File: src/rtl/tps_pkg.sv
// Constants and field layouts of the timer/counter with its shared prescaler.
// Assumes a register port driven by the core: byte address, write strobe, data.
// Behaviour
// RULE1: Clock source select overrides count pin direction
// RULE2: Sample prescaler output on phases two, four
// RULE3: Unprescaled source: high, low two periods each
// RULE4: Prescaled source period: four periods over ratio
// RULE5: No timer prescaler: input passes straight through
// RULE6: Timer prescaler divides input, symmetric output
// RULE7: Increment only after synchronized output registered
// RULE8: One eight-bit counter, prescaler or postscaler
// RULE9: Prescaler serves timer or watchdog, never both
// RULE10: Option low nibble sets assignment and ratio
// RULE11: Timer count write clears timer-assigned prescaler
// RULE12: Watchdog clear clears watchdog-assigned prescaler
// RULE13: Prescaler count is never readable or loadable
// RULE14: Any reset zeroes the prescaler
// RULE15: Assignment changes apply on option write
// RULE16: Timer-to-watchdog move follows ordered software sequence
// RULE17: Watchdog-to-timer move: clear watchdog, write option
// RULE18: Internal source counts once per instruction cycle
// RULE19: Count write inhibits increments two instruction cycles
// RULE20: Edge select: zero rising, one falling edges
// RULE21: Assignment bit zero gives prescaler to timer
// RULE22: Ratio field n divides by two to n+1
package tps_pkg;

  localparam int         ADDR_W          = 5;
  localparam int         DATA_W          = 8;
  localparam int         PRE_W           = 8;
  localparam int         TRIS_W          = 4;

  // Register file addresses
  localparam logic [4:0] ADDR_TIMER_COUNT = 5'h01;
  localparam logic [4:0] ADDR_CMP_CONTROL = 5'h07;

  // Reset values
  localparam logic [7:0] RST_TIMER_COUNT  = 8'h00;
  localparam logic [7:0] RST_CMP_CONTROL  = 8'hff;
  localparam logic [7:0] RST_OPTION       = 8'hff;
  localparam logic [3:0] RST_PIN_DIR      = 4'hf;
  localparam logic [7:0] RST_PRESCALER    = 8'h00;

  // Comparator control field positions
  localparam int         CMP_RESULT_BIT   = 7;
  localparam int         CMP_OUT_DIS_BIT  = 6;
  localparam int         CMP_TMR_SRC_BIT  = 4;

  // Pin that carries the external count input
  localparam int         EXT_PIN_IDX      = 2;

  // Instruction cycle timing: four phases of one oscillator period
  localparam real        TOSC_NS          = 10.0;
  localparam real        CLK_NS           = 10.0;
  localparam int         PHASES           = 4;
  localparam int         TOSC_CYC         = int'(TOSC_NS / CLK_NS);
  localparam logic [1:0] PH_TWO           = 2'h1;
  localparam logic [1:0] PH_FOUR          = 2'h3;
  localparam logic [1:0] INHIBIT_CYCLES   = 2'h2;

  // Option register layout, bit 7 down to bit 0
  typedef struct packed {
    logic       wake_on_change_n;
    logic       pullup_n;
    logic       clk_src_sel;
    logic       edge_sel;
    logic       assign_wdt;
    logic [2:0] ratio;
  } tps_option_s;

  // Register port carrier
  typedef struct packed {
    logic [4:0] addr;
    logic       wr;
    logic [7:0] wdata;
  } tps_regreq_s;

endpackage

File: src/rtl/tps_timer.sv
// Eight-bit timer/counter with the shared prescaler/postscaler.
// Assumes one core clock; phases are derived inside from ref_clk_i.
`timescale 1ns/1ps
`default_nettype none

module tps_timer #(
  parameter int PRE_W = tps_pkg::PRE_W
) (
  // Clock and reset
  input  wire logic                ref_clk_i,
  input  wire logic                rst_i,
  // Core register port
  input  wire tps_pkg::tps_regreq_s reg_req_i,
  output logic [7:0]               reg_rdata_o,
  // Special writes and instructions
  input  wire logic                option_wr_i,
  input  wire logic [7:0]          option_wdata_i,
  input  wire logic                pin_dir_wr_i,
  input  wire logic [3:0]          pin_dir_wdata_i,
  input  wire logic                watchdog_clear_instr_i,
  input  wire logic                watchdog_tick_i,
  // External count sources
  input  wire logic                ext_count_input_i,
  input  wire logic                comparator_result_i,
  // Outputs
  output logic [3:0]               pin_direction_o,
  output logic                     watchdog_post_tick_o,
  output logic [1:0]               phase_o
);

  // Phase counter: Q1..Q4 as 0..3
  logic [1:0] phase_reg;
  wire        phase_two  = (phase_reg == tps_pkg::PH_TWO);
  wire        phase_four = (phase_reg == tps_pkg::PH_FOUR);

  always_ff @(posedge ref_clk_i or posedge rst_i) begin
    if (rst_i) begin
      phase_reg <= 2'h0;
    end else begin
      phase_reg <= phase_reg + 2'h1;
    end
  end

  // Input synchronisers, three stages, change taken when the last two stages agree
  logic [1:0] raw_in;
  logic [1:0] s1_reg;
  logic [1:0] s2_reg;
  logic [1:0] s3_reg;
  logic [1:0] clean_reg;
  assign raw_in = {comparator_result_i, ext_count_input_i};

  genvar gi;
  generate
    for (gi = 0; gi < 2; gi++) begin : g_sync
      always_ff @(posedge ref_clk_i or posedge rst_i) begin
        if (rst_i) begin
          s1_reg[gi]    <= 1'b0;
          s2_reg[gi]    <= 1'b0;
          s3_reg[gi]    <= 1'b0;
          clean_reg[gi] <= 1'b0;
        end else begin
          s1_reg[gi] <= raw_in[gi];
          s2_reg[gi] <= s1_reg[gi];
          s3_reg[gi] <= s2_reg[gi];
          if (s2_reg[gi] == s3_reg[gi]) begin
            clean_reg[gi] <= s3_reg[gi];
          end
        end
      end
    end
  endgenerate

  wire pin_lvl = clean_reg[0];
  wire cmp_lvl = clean_reg[1];

  // Registers
  logic [7:0]          timer_count_reg;
  logic [7:0]          timer_count_next;
  logic [7:0]          cmp_ctrl_reg;
  tps_pkg::tps_option_s opt_reg;
  logic [3:0]          pin_dir_reg;
  logic [PRE_W-1:0]    pre_reg;
  logic [PRE_W-1:0]    pre_next;
  logic [1:0]          inhibit_reg;
  logic                samp_reg;
  logic                samp_prev_reg;
  logic                inc_reg;
  logic                wdt_prev_reg;

  wire wr_count = reg_req_i.wr && (reg_req_i.addr == tps_pkg::ADDR_TIMER_COUNT);
  wire wr_cmp   = reg_req_i.wr && (reg_req_i.addr == tps_pkg::ADDR_CMP_CONTROL);

  // Source selection
  wire on_timer   = !opt_reg.assign_wdt; // RULE9 RULE21
  wire ext_mode   = opt_reg.clk_src_sel;
  wire pin_select = cmp_ctrl_reg[tps_pkg::CMP_TMR_SRC_BIT] &&
                    cmp_ctrl_reg[tps_pkg::CMP_OUT_DIS_BIT];
  wire ext_lvl    = (pin_select ? pin_lvl : cmp_lvl) ^ opt_reg.edge_sel; // RULE20

  // Edge of the chosen source, as seen by the ripple stage
  logic ext_prev_reg;
  wire  ext_rise  = ext_lvl && !ext_prev_reg;
  wire  int_event = phase_four;
  wire  src_event = ext_mode ? ext_rise : int_event;

  // Prescaler advance and clear
  wire  pre_clear = (on_timer && wr_count) ||              // RULE11
                    (!on_timer && watchdog_clear_instr_i); // RULE12
  wire  pre_adv   = on_timer ? src_event : watchdog_tick_i; // RULE9

  always_comb begin
    pre_next = pre_reg;
    if (pre_clear) begin
      pre_next = '0;
    end else if (pre_adv) begin
      pre_next = pre_reg + {{(PRE_W-1){1'b0}}, 1'b1}; // RULE8
    end
  end

  // Prescaler output: divide by 2^(n+1), symmetric square wave
  wire pre_bit = pre_reg[opt_reg.ratio]; // RULE6 RULE22
  wire pre_out = ext_mode ? (on_timer ? pre_bit : ext_lvl) // RULE5
                          : pre_bit;

  // Sample on phase two and four, edge registered before counting
  wire samp_rise = samp_reg && !samp_prev_reg;
  wire direct_inc = !ext_mode && !on_timer && int_event; // RULE18
  wire count_inc  = ext_mode || on_timer ? inc_reg : direct_inc;

  always_comb begin
    timer_count_next = timer_count_reg;
    if (wr_count) begin
      timer_count_next = reg_req_i.wdata;
    end else if (count_inc && (inhibit_reg == 2'h0)) begin // RULE19
      timer_count_next = timer_count_reg + 8'h01;
    end
  end

  always_ff @(posedge ref_clk_i or posedge rst_i) begin
    if (rst_i) begin
      pre_reg       <= tps_pkg::RST_PRESCALER; // RULE14
      // High after reset: a source already high gives no false edge
      ext_prev_reg  <= 1'b1;
      samp_reg      <= 1'b1;
      samp_prev_reg <= 1'b1;
      inc_reg       <= 1'b0;
    end else begin
      pre_reg      <= pre_next;
      ext_prev_reg <= ext_lvl;
      if (phase_two || phase_four) begin
        samp_reg      <= pre_out; // RULE2
        samp_prev_reg <= samp_reg;
      end
      inc_reg <= samp_rise && (phase_two || phase_four); // RULE7
    end
  end

  // Timer count and its write inhibit
  always_ff @(posedge ref_clk_i or posedge rst_i) begin
    if (rst_i) begin
      timer_count_reg <= tps_pkg::RST_TIMER_COUNT;
      inhibit_reg     <= 2'h0;
    end else begin
      timer_count_reg <= timer_count_next;
      if (wr_count) begin
        inhibit_reg <= tps_pkg::INHIBIT_CYCLES; // RULE19
      end else if (phase_four && inhibit_reg != 2'h0) begin
        inhibit_reg <= inhibit_reg - 2'h1;
      end
    end
  end

  // Software-visible configuration; option applies on the same edge
  always_ff @(posedge ref_clk_i or posedge rst_i) begin
    if (rst_i) begin
      cmp_ctrl_reg <= tps_pkg::RST_CMP_CONTROL;
      opt_reg      <= tps_pkg::RST_OPTION;
      pin_dir_reg  <= tps_pkg::RST_PIN_DIR;
    end else begin
      if (wr_cmp) begin
        cmp_ctrl_reg <= reg_req_i.wdata;
      end
      if (option_wr_i) begin
        opt_reg <= option_wdata_i; // RULE10 RULE15
      end
      if (pin_dir_wr_i) begin
        pin_dir_reg <= pin_dir_wdata_i;
      end
    end
  end

  // Read data; prescaler has no address, so it cannot be read
  logic [7:0] rdata_next;
  always_comb begin
    rdata_next = 8'h00; // RULE13
    case (reg_req_i.addr)
      tps_pkg::ADDR_TIMER_COUNT: rdata_next = timer_count_reg;
      tps_pkg::ADDR_CMP_CONTROL: rdata_next = {cmp_lvl, cmp_ctrl_reg[6:0]};
      default:                   rdata_next = 8'h00;
    endcase
  end

  // Watchdog postscaler: ratio n gives 1:2^n, 1:1 passes the tick
  // Without the prescaler the watchdog still times out, at 1:1
  wire wdt_direct = on_timer || (opt_reg.ratio == 3'h0); // RULE9
  wire wdt_bit    = wdt_direct ? watchdog_tick_i
                               : pre_reg[opt_reg.ratio - 3'h1];

  always_ff @(posedge ref_clk_i or posedge rst_i) begin
    if (rst_i) begin
      reg_rdata_o          <= 8'h00;
      wdt_prev_reg         <= 1'b0;
      watchdog_post_tick_o <= 1'b0;
      pin_direction_o      <= tps_pkg::RST_PIN_DIR;
    end else begin
      reg_rdata_o  <= rdata_next;
      wdt_prev_reg <= wdt_bit;
      watchdog_post_tick_o <= wdt_bit && !wdt_prev_reg; // RULE9
      pin_direction_o <= pin_dir_reg;
      if (ext_mode) begin
        pin_direction_o[tps_pkg::EXT_PIN_IDX] <= 1'b1; // RULE1
      end
    end
  end

  assign phase_o = phase_reg;

endmodule

`default_nettype wire

File: config.mk
export PLATFORM = sky130hd
export DESIGN_NAME = tps_timer
export DESIGN_NICKNAME = d
export VERILOG_FILES = /design/src/rtl/tps_pkg.sv /design/src/rtl/tps_timer.sv
export SDC_FILE = /design/constraint.sdc
export NUM_CORES = 1
export LEC_CHECK = 0
export BUFFER_PORTS_ARGS = -buffer_cell sky130_fd_sc_hd__buf_2
export CORE_ASPECT_RATIO = 1.1
export CORE_UTILIZATION = 52
export CTS_BUF_LIST = sky130_fd_sc_hd__clkbuf_8
export DETAILED_ROUTE_END_ITERATION = 16
export HOLD_SLACK_MARGIN = 0.02
export PLACE_DENSITY = 0.74
export SETUP_SLACK_MARGIN = 0.02
export SLEW_MARGIN = 20
export SYNTH_ARGS = -nofsm -noshare
export SYNTH_HDL_FRONTEND = slang
export SYNTH_SLANG_ARGS = --single-unit
File: constraint.sdc
create_clock -name ref_clk_i -period 1.91 [get_ports ref_clk_i]
set_input_delay 0 -clock ref_clk_i [delete_from_list [all_inputs] [get_ports ref_clk_i]]
set_output_delay 0 -clock ref_clk_i [all_outputs]
set_load 0.05 [all_outputs]
**Yosys cells after proc, flatten, opt, wreduce, memory -nomap -nowiden**

Cells that the tools add are included.
W data, S select, Z words.

- Bits in registers: 63
- Output and inout bits: 15
- Logic and storage cells: 87
- Input port bits: 34

- Equal/unequal tests: 6
- Reductions and logical operators: 28
- Mux-type cells: 19
- Add/subtract/negate cells: 5
- Bitwise logic cells: 1
- Magnitude comparators: 2

Operator list:

| operator | number |
|---|---|
| $mux W8 | 4 |
| $add A8 B1 Y8 const B | 2 |
| $pmux W8 S2 | 1 |
| $logic_and A1 B1 Y1 | 13 |
| $mux W1 | 10 |
| $lt A3 B4 Y1 const B | 2 |
| $reduce_bool A2 Y1 | 4 |
| $bmux W1 S3 | 2 |
| $eq A5 B1 Y1 const B | 1 |
| $eq A5 B3 Y1 const B | 1 |
| $logic_not A1 Y1 | 5 |
| $logic_or A1 B1 Y1 | 4 |
| $mux W2 | 2 |
| $logic_not A3 Y1 | 1 |
| $sub A3 B1 Y3 const B | 1 |
| $add A2 B1 Y2 const B | 1 |
| $eq A1 B1 Y1 | 2 |
| $eq A2 B1 Y1 const B | 1 |
| $eq A2 B2 Y1 const B | 1 |
| $logic_not A2 Y1 | 1 |
| $sub A2 B1 Y2 const B | 1 |
| $xor A1 B1 Y1 | 1 |

**Longest topological paths before layout**

Gate-level depths: netlist (run 1).

- Depth after elaboration: 8
- Gate-level depth with buffers: 8
- Depth with buffers taken out: 7

**Least setup slack after synthesis (run 1)**

No wires, ideal clock.

- Path type: flip-flop to flip-flop
- From: register phase_reg[0], in the netlist phase_o[0]
- To: register pre_reg[7]
- Stages on the path, launching flop included: 7
- Arrival: 1.791 ns
- Period minus slack after synthesis: 1.924 ns
- Data required time: 1.776 ns
- Buffers on the path: 1
- Setup time: 0.134 ns
- Path slack: -0.014 ns
- Cell sequence: dfrtp_1 -> ha_1 -> a221oi_1 -> o41a_4 -> or2_0 -> buf_6 -> o211ai_1

- Cells in the longest elaborated chain, start to end: 4

RTL lines:

| what | line | text |
|---|---|---|
| start: declaration | tps_timer.sv:32 | `logic [1:0] phase_reg;` |
| start signal: assignment | tps_timer.sv:40 | `phase_reg <= phase_reg + 2'h1;` |
| $eq A2 B2 Y1 | tps_timer.sv:34 | `wire phase_four = (phase_reg == tps_pkg::PH_FOUR);` |
| $mux W1 | tps_timer.sv:104 | `wire src_event = ext_mode ? ext_rise : int_event;` |
| $mux W1 | tps_timer.sv:109 | `wire pre_adv = on_timer ? src_event : watchdog_tick_i;` |
| $reduce_bool A2 Y1 (no line) | n/a |  |
| end signal: assignment | tps_timer.sv:141 | `pre_reg <= tps_pkg::RST_PRESCALER;` |
| end signal: assignment | tps_timer.sv:148 | `pre_reg <= pre_next;` |
| end: declaration | tps_timer.sv:82 | `logic [PRE_W-1:0] pre_reg;` |

Every way passes these cells.
A chain may end at the register's enable or synchronous reset.

**Final worst setup path (run 1)**

- From: register cmp_ctrl_reg[6]
- To: register pre_reg[5]

- Cells in the longest elaborated chain, start to end: 7

RTL lines:

| what | line | text |
|---|---|---|
| start: declaration | tps_timer.sv:79 | `logic [7:0] cmp_ctrl_reg;` |
| start signal: assignment | tps_timer.sv:176 | `cmp_ctrl_reg <= tps_pkg::RST_CMP_CONTROL;` |
| start signal: assignment | tps_timer.sv:181 | `cmp_ctrl_reg <= reg_req_i.wdata;` |
| $logic_and A1 B1 Y1 | tps_timer.sv:96 | `wire pin_select = cmp_ctrl_reg[tps_pkg::CMP_TMR_SRC_BIT] &&` |
| $mux W1 | tps_timer.sv:98 | `wire ext_lvl = (pin_select ? pin_lvl : cmp_lvl) ^ opt_reg.edge_sel;` |
| $xor A1 B1 Y1 | tps_timer.sv:98 |  |
| $logic_and A1 B1 Y1 | tps_timer.sv:102 | `wire ext_rise = ext_lvl && !ext_prev_reg;` |
| $mux W1 | tps_timer.sv:104 |  |
| $mux W1 | tps_timer.sv:109 |  |
| $reduce_bool A2 Y1 (no line) | n/a |  |

Every way passes these cells.

==> impl_metrics.json, run 1 <==
{
  "portBuffers": 46,
  "cts_made_buffers": 9,
  "routedWlPerCell_um": 14.6,
  "dr.first_iter.drc_count": 81,
  "utilization_pct": 71.2,
  "tightest_slew_ps": 572,
  "cap_violations": 0,
  "die_h_um": 80.1,
  "setup.worst_path.end_class": "flip-flop",
  "die_area_um2": 5840,
  "synth-edff-count": 0,
  "critPathMaxFanout": 8,
  "wl_um": 6050,
  "leakage_nw": 1.71,
  "hold_depth": 2,
  "status": "finished clean",
  "antenna_left": 0,
  "fp.coreArea_um2": 5360,
  "num_rows": 28,
  "htree_levels": 3,
  "synth_nets": 276,
  "period_needed_ps": 1830,
  "drv_slew": 0,
  "ioPinCount": 49,
  "start_util_pct": 53.7,
  "synth-seq-cells": 63,
  "viasPerCell": 5.35,
  "cts.path.max_buffers": 2,
  "hold_path_class": "input pin to flip-flop",
  "ys_seq_area_share_pct": 55.8,
  "first_global_vias": 2170,
  "layout-drive-gt1-share_pct": 38.8,
  "placed_cells": 363,
  "antenna_cells": 0,
  "tritoncts": "done",
  "antenna_found_initial": 0,
  "instances_no_fill": 413,
  "finClkSkew_ps": 8.53,
  "r2r_start": "cmp_ctrl_reg[6]",
  "grt_use_total_pct": 23.2,
  "gp_congestion": 0.799,
  "power.density_nw_per_um2": 1040,
  "grt_remaining_overflow": 0,
  "syn2layout_area_growth_pct": 32.6,
  "synth.distinct_cells": 45,
  "cts.sinks": 63,
  "r2r_cells": 6,
  "cts_root_buf": "clkbuf_8",
  "rsz0062_at_grt": "no",
  "crit_type": "flip-flop to flip-flop",
  "vias": 2209,
  "hp-start": "option_wr_i",
  "syn_area_um2": 2880,
  "worstHoldEndpoint": "opt_reg[3]",
  "cp.required_ps": 2120,
  "fmax_mhz": 545,
  "clk_latency_ps": 330,
  "cp.arrival_ps": 2040,
  "rr_endpoint": "pre_reg[5]",
  "irDropWorstVdd_uv": 549,
  "ys.flop_type": "dfrtp_1",
  "firstDrtPassIters": 4,
  "rrSetupSlack_ps": 80,
  "dp_hpwl_um": 3780,
  "slew_headroom_pct": 61.8,
  "cts.clk_slew.worst_paths_ps": 70,
  "post-route-drc-count": 0,
  "grt_first_pass_wirelength_um": 9870,
  "syn_avg_cell_area_um2": 12.3,
  "synthArstFlopShare_pct": 100,
  "layout.nets": 374,
  "grt_max_degree": 29,
  "hold_violations": 0,
  "die_x_um": 73.0,
  "setup_violations": 0,
  "start_kind": "flip-flop",
  "synth_cells": 235,
  "synth_warnings": 0,
  "finalCritPeriodShare_pct": 96.1
}
==> metal layers <==
layer / share of wire [%] / up-vias / GRT usage (%)
met4: 2.9 / 0 / 14.9
met1: 45 / 1088 / 30.0
met3: 3.4 / 15 / 4.14
met5: 0 / - / 0
li1: - / 1045 / -
met2: 49 / 61 / 35.8
==> area by class of cell <==
| type | instances | area [µm²] |
|---|---|---|
| flip-flops and latches | 63 | 1610 |
| well taps | 75 | 93.8 |
| clock buffers | 13 | 179 |
| multi-input cells | 155 | 1210 |
| clock inverters | 3 | 16.3 |
| repair buffers | 93 | 666 |
| inverters | 11 | 41.3 |
| fillers | 386 | 1540 |
==> metrics by stage <==
stage / power [mW] / TNS [ps] / setup WS (ps) / hold slack, ps / area [µm²]
final: 3.98 / 0 / 75.2 / 44.9 / 3820
after global routing: 4.21 / 0 / 2.16 / 64.4 / 3820
after CTS: 3.98 / 0 / 55.3 / 26.1 / 3800
after detailed placement: 2.82 / -307 / -60.9 / 95.9 / 3270
after global placement: 2.78 / -37.9 / -33.2 / 96.5 / 3270
after floorplan: 2.56 / 0 / 19.0 / 31.4 / 2880
==> cells in the final DEF (no fill, tap or decap), types with 2 or more instances in the layout <==
cell	Yosys	layout
a21oi_1	10	10
a22o_1	8	8
and3_1	3	3
buf_2	1	46
buf_4	0	14
clkbuf_8	0	13
dfrtp_1	39	38
dfstp_2	24	24
dlygate4sd3_1	0	33
ha_1	7	7
inv_1	11	11
maj3_1	2	2
mux2_2	15	15
mux2i_1	4	4
mux4_2	4	4
nand2_1	14	14
nand2b_1	4	4
nand3_1	7	7
nor2_1	15	15
nor2b_1	2	2
nor3b_1	3	3
nor4bb_1	4	4
o211ai_1	3	3
o21a_1	2	2
o21ai_0	10	10
o31ai_1	6	5
or3_1	4	4
or3b_2	2	2
xnor2_1	9	9
==> worst max path at each step <==
stage / startpoint / to / slack, ps / cells after the start
after floorplan: phase_o[1] / pre_reg[7] / 20 / 6
after global placement: cmp_ctrl_reg[6] / pre_reg[6] / -30 / 5
after detailed placement: cmp_ctrl_reg[6] / pre_reg[6] / -60 / 5
after CTS: opt_reg[0] / watchdog_post_tick_o / 60 / 6
after global routing: opt_reg[1] / watchdog_post_tick_o / 2 / 6
final: cmp_ctrl_reg[6] / pre_reg[5] / 80 / 6
==> cells in the mapped netlist (all sizes together) (4+ instances only) <==
master  number  area [µm²]
inv         11        41.3
dfrtp       39         976
o31ai        7        66.3
a22o         9        80.1
ha           7        87.6
nor3b        4        35.0
clkbuf       4        15.0
nand2b       4        25.0
or3          4        25.0
o21ai       11        55.1
xnor2        9        78.8
nand2       14        52.6
dfstp       24         631
nor4bb       4        40.0
mux4         4        90.1
nor2        15        56.3
mux2i        4        40.0
mux2        15         169
a21oi       10        50.1
nand3        7        35.0
==> where the power goes <==
| group | internal [mW] | switching, mW | total (mW) |
|---|---|---|---|
| sequential | 1.66 | 0.272 | 1.93 |
| clock | 0.606 | 0.485 | 1.09 |
| combinational | 0.513 | 0.444 | 0.957 |
| total | 2.78 | 1.20 | 3.98 |
==> worst max-delay path, stage by stage, from the launching register on <==
cell,delay [ps]
dfstp_2,530
and3_1,170
nor3_1,70
o41a_4,440
buf_4,170
o31ai_1,230
o31ai_1,100
==> kinds of logic after synthesis <==
logic type               after synthesis  share of synthesized area (%)
multiplexers                          23                           10.4
flip-flops                            63                           55.8
adder cells (fa/ha/maj)                9                           3.74
XOR/XNOR                               9                           2.74
AND/OR/NAND/NOR                       67                           13.0
AO/OA/AOI/OAI                         47                           11.8
buffers and inverters                 17                           2.52
==> what timing repair did <==
action | 4_1_cts | 5_1_grt
pin swaps | 0 | 0
buffers inserted | 0 | 1
endpoints found under the hold margin | 46 | 0
hold buffers | 33 | 0
cloned | 0 | 0
gates resized for setup | 2 | 2
endpoints found under the setup margin | 8 | 3
No activity file was read; power rests on OpenSTA's default activity.
==> run 2, diff against run 1 <==
==> constraint.sdc (replaced) <==
create_clock -name ref_clk_i -period 1.5 [get_ports ref_clk_i]
set_input_delay 0 -clock ref_clk_i [delete_from_list [all_inputs] [get_ports ref_clk_i]]
set_output_delay 0 -clock ref_clk_i [all_outputs]
set_load 0.05 [all_outputs]
==> run 2 against run 1 <==
Effect of this change:
- the run now ends with negative setup slack left
- sequential cell count is the same
- sequential share of layout area shrank 3.6 points
- combinational power grew 73%
- clock power grew 20%
- via count is 4.3% higher
- clock-buffer cell count down 2
- critical path type unchanged
- first-iteration DRC count is 54% higher
- core utilization up 6.7 points
- final area up 9.5%
- global-route usage up 2.7 points
- register-to-register slack worse by 430 ps
==> impl_metrics.json, run 2 (synthesis gave the netlist of run 1 again) <==
{
  "hold_path_class": "input pin to flip-flop",
  "switching_share_pct": 32.1,
  "fp.coreArea_um2": 5360,
  "layout.nets": 392,
  "grt_first_pass_wirelength_um": 11100,
  "num_rows": 28,
  "tritoncts": "done",
  "critPathMaxStageDelay_ps": 550,
  "slew_headroom_pct": 72.1,
  "setup_violations": 19,
  "tightest_slew_ps": 419,
  "grt_max_degree": 64,
  "wl_um": 6720,
  "violations": "negative setup slack",
  "portBuffers": 46,
  "fmax_mhz": 540,
  "rsz0062_at_grt": "yes",
  "cp_top_family": "compound AO/OA/AOI/OAI gates",
  "grt_remaining_overflow": 0,
  "leakage_nw": 1.91,
  "gp_congestion": 0.826,
  "cts_root_buf": "clkbuf_8",
  "seqPwrFrac_pct": 45.2,
  "vias": 2303,
  "pwr-share-clk_pct": 24.2,
  "p_sw_mw": 1.74,
  "finClkSkew_ps": 6.60,
  "period_needed_ps": 1850,
  "die_area_um2": 5840,
  "viasPerCell": 5.34,
  "power.density_nw_per_um2": 1300,
  "setup_tns_ps": -4060,
  "combPwrFrac_pct": 30.6,
  "first_global_vias": 2344,
  "crit_path_cell_trace": "and3_4 > nor3_2 > o41a_4 > or2_4 > a22o_1",
  "dr.first_iter.drc_count": 125,
  "antenna_found_initial": 0,
  "die_h_um": 80.1,
  "syn2layout_area_growth_pct": 45.1,
  "layout-drive-gt1-share_pct": 48.0,
  "firstDrtPassIters": 4,
  "clk_latency_ps": 340,
  "cp.arrival_ps": 2080,
  "critPathMaxFanout": 8,
  "irDropWorstVdd_uv": 958,
  "status": "finished, violations left",
  "power.internal_mw": 3.68,
  "cap_violations": 0,
  "final_cell_mix": "buf_2, dfrtp_1, dlygate4sd3_1",
  "drv_slew": 0,
  "hold_violations": 0,
  "start_kind": "flip-flop",
  "finalCritPeriodShare_pct": 124,
  "grt_use_total_pct": 25.8,
  "antenna_left": 0,
  "cts.path.max_buffers": 2,
  "setup.worst_path.end_class": "flip-flop",
  "die_x_um": 73.0,
  "layout_commonest_cell": "buf_2",
  "htree_levels": 3,
  "cts.clk_slew.worst_paths_ps": 70,
  "fin_hold_ws_ps": 119,
  "slowest_stage": "dfstp_2",
  "routedWlPerCell_um": 15.6,
  "cp.required_ps": 1730,
  "dp_hpwl_um": 4150,
  "path_buf_inv": 0,
  "crit_type": "flip-flop to flip-flop",
  "fill_cells": 356,
  "cts_made_buffers": 9,
  "cts.sinks": 63,
  "start_util_pct": 53.7,
  "fin_ws_ps": -353,
  "ioPinCount": 49,
  "post-route-drc-count": 0,
  "antenna_cells": 0
}
## run 2: cell types whose count changed in the layout (fill, tap and decap cells not counted), sizes merged
cell	previous run	this run
buf	60	80
clkbuf	13	11
clkinv	1	2
clkinvlp	1	2
dlygate4sd3	33	31
## run 2: worst min-delay path, stage by stage
cell and delay (ps):
buf_2 100, nand2_1 100, o31ai_4 130, o31ai_1 90
## run 2: cell type report
class,count,area (µm²),area share [%]
tap,75,93.8,2.24
clock inverter,5,25.0,0.599
inverter,11,47.5,1.14
timing repair buffer,111,836,20.0
clock buffer,11,151,3.62
sequential,63,1610,38.5
multi-input combinational,155,1420,33.9
## run 2: final timing paths
path | startpoint | cells past startpoint | end | slack [ps]
max reg2reg | cmp_ctrl_reg[6] | 5 | pre_reg[6] | -350
min in group asynchronous | rst_i | 4 | reg_rdata_o[2] | 280
max in group asynchronous | rst_i | 4 | cmp_ctrl_reg[1] | 900
min | watchdog_clear_instr_i | 4 | pre_reg[5] | 120
max | cmp_ctrl_reg[6] | 5 | pre_reg[6] | -350
min reg2reg | s1_reg[0] | 0 | s2_reg[0] | 350
## run 2: power by group through the flow
stage,logic (mW),registers (mW),clock network (mW)
CTS,1.60,2.43,1.33
global placement,1.26,2.42,0
floorplan,0.828,2.47,0
detailed placement,1.31,2.44,0
finish,1.66,2.45,1.31
global route,1.79,2.50,1.41
## run 2: what timing repair did
item,4_1_cts,5_1_grt
endpoints found under the hold margin,70,0
hold buffers,31,0
pin swaps,14,9
endpoints found under the setup margin,19,19
gates resized for setup,26,4
buffers inserted,3,1
## run 2: metrics by stage
step | cells | setup WS, ps | util (%) | instance area (µm²) | power (mW)
floorplan | 235 | -384 | - | 2970 | 3.30
global placement | 381 | -445 | 65.1 | 3490 | 3.68
detailed placement | 381 | -506 | 65.1 | 3490 | 3.76
CTS | 430 | -344 | 77.4 | 4150 | 5.36
global route | 431 | -418 | 78.0 | 4180 | 5.70
finish | 431 | -353 | 78.0 | 4180 | 5.42
## run 2: per-layer routing
metal / GRT usage (%) / wire (µm)
met4: 11.2 / 123
met3: 6.02 / 309
met1: 31.7 / 2790
met5: 0 / 0
met2: 43.4 / 3490
==> run 3, diff against run 2 <==
--- a/config.mk
+++ b/config.mk
@@ -6,8 +6,10 @@
 export NUM_CORES = 1
 export LEC_CHECK = 0
 export BUFFER_PORTS_ARGS = -buffer_cell sky130_fd_sc_hd__buf_2
+export CELL_PAD_IN_SITES_DETAIL_PLACEMENT = 1
+export CELL_PAD_IN_SITES_GLOBAL_PLACEMENT = 2
 export CORE_ASPECT_RATIO = 1.1
-export CORE_UTILIZATION = 52
+export CORE_UTILIZATION = 35
 export CTS_BUF_LIST = sky130_fd_sc_hd__clkbuf_8
 export DETAILED_ROUTE_END_ITERATION = 16
 export HOLD_SLACK_MARGIN = 0.02
==> run 3 against run 2 <==
Effect of this change:
- the run still ends with negative setup slack left
- hold slack improved by 34 ps
- final area increased by 4.2%
- critical path depth unchanged
- critical path type unchanged
- largest cell class unchanged
- core utilization decreased by 23 points
- sequential power decreased by 2%
==> impl_metrics.json, run 3 (synthesis gave the netlist of run 1 again) <==
{
  "layout-drive-gt1-share_pct": 50.4,
  "grt_max_degree": 46,
  "hold_violations": 0,
  "grt_first_pass_wirelength_um": 12400,
  "die_h_um": 97.1,
  "post-route-drc-count": 0,
  "setup.worst_path.end_class": "flip-flop",
  "firstDrtPassIters": 4,
  "rrSetupSlack_ps": -370,
  "cap_violations": 0,
  "routedWlPerCell_um": 15.6,
  "final_cell_mix": "buf_2, buf_4, dfrtp_1",
  "hold_depth": 4,
  "wl_um": 7400,
  "grt_use_total_pct": 19.1,
  "layout_commonest_cell": "buf_2",
  "finClkSkew_ps": 10.6,
  "r2r_cells": 5,
  "antenna_left": 0,
  "register_area_um2": 1610,
  "dp_hpwl_um": 4780,
  "cts.clk_slew.worst_paths_ps": 70,
  "multi_input_area_um2": 1420,
  "gp_congestion": 0.787,
  "antenna_found_initial": 0,
  "viasPerCell": 4.84,
  "pre_cts_ws_ps": -495,
  "finalCritPeriodShare_pct": 125,
  "crit_type": "flip-flop to flip-flop",
  "first_global_vias": 2515,
  "htree_levels": 3,
  "drv_slew": 0,
  "ioPinCount": 49,
  "rsz0062_at_grt": "yes",
  "fmax_mhz": 535,
  "cp.arrival_ps": 2110,
  "layout.nets": 403,
  "tritoncts": "done",
  "fin_ws_ps": -369,
  "instances_no_fill": 475,
  "num_rows": 34,
  "start_util_pct": 36.2,
  "hold_path_class": "input pin to flip-flop",
  "die_area_um2": 8600,
  "violations": "negative setup slack",
  "fill_cells": 859,
  "cts.path.max_buffers": 2,
  "leakage_nw": 1.97,
  "start_kind": "flip-flop",
  "power.density_nw_per_um2": 1350,
  "cts_made_buffers": 9,
  "dr.first_iter.drc_count": 41,
  "setup_violations": 19,
  "placed_cells": 422,
  "syn2layout_area_growth_pct": 51.2,
  "portBuffers": 46,
  "cts_root_buf": "clkbuf_8",
  "antenna_cells": 0,
  "cts.sinks": 63,
  "slew_headroom_pct": 67.3,
  "setup_tns_ps": -4760,
  "tightest_slew_ps": 491,
  "vias": 2300,
  "fin_hold_ws_ps": 153,
  "cp.required_ps": 1740,
  "grt_remaining_overflow": 0,
  "irDropWorstVdd_uv": 466,
  "status": "finished, violations left",
  "fp.coreArea_um2": 7960,
  "period_needed_ps": 1870,
  "critPathMaxFanout": 8,
  "die_x_um": 88.5,
  "clk_latency_ps": 330
}
-- run 3: worst paths after layout --
check                                  startpoint         endpoint
setup / recovery                  cmp_ctrl_reg[4]       pre_reg[5]
hold reg to reg                         s1_reg[1]        s2_reg[1]
min in group asynchronous                   rst_i       pre_reg[2]
setup reg to reg                  cmp_ctrl_reg[4]       pre_reg[5]
max in group asynchronous                   rst_i  cmp_ctrl_reg[0]
hold / removal             watchdog_clear_instr_i       pre_reg[2]
-- run 3: worst max-delay path, stage by stage (launching register included) --
cell and delay [ps]:
dfstp_2 550, and3_4 180, nor3_2 50, o41a_4 450, or2_4 290, o31ai_2 260
-- run 3: per-layer routing --
metal	routed length [µm]	vias up	GRT usage, %
li1	-	1104	-
met1	3450	1145	26.4
met2	3660	41	29.3
met3	167	10	3.48
met4	119	0	7.57
met5	0	-	0
-- run 3: power breakdown --
part	internal [mW]	switching, mW	leakage [nW]
registers	2.12	0.295	0.727
logic	0.957	0.826	1.13
clock network	1.02	0.660	0.112
total	4.10	1.78	1.97
-- run 3: repair_timing --
action | 4_1_cts | 5_1_grt
gates resized for setup | 17 | 19
hold endpoints to repair | 47 | 0
setup buffers | 2 | 5
pin swaps | 9 | 9
endpoints found under the setup margin | 19 | 19
hold buffers | 31 | 0
-- run 3: layout make-up --
cell class	instances	share of cell area, %
flip-flops and latches	63	37.0
repair buffers	122	21.0
well taps	108	3.10
clock buffers	11	3.48
clock inverters	5	1.84
multi-input cells	155	32.6
inverters	11	1.09
-- run 3: per-stage QoR --
stage               utilization [%]  instance area [µm²]  power (mW)
CTS                            53.2                 4230        5.81
detailed placement             45.1                 3590        3.89
global route                   54.7                 4350        6.22
finish                         54.7                 4350        5.88
floorplan                         -                 2970        3.30
global placement               45.1                 3590        3.81
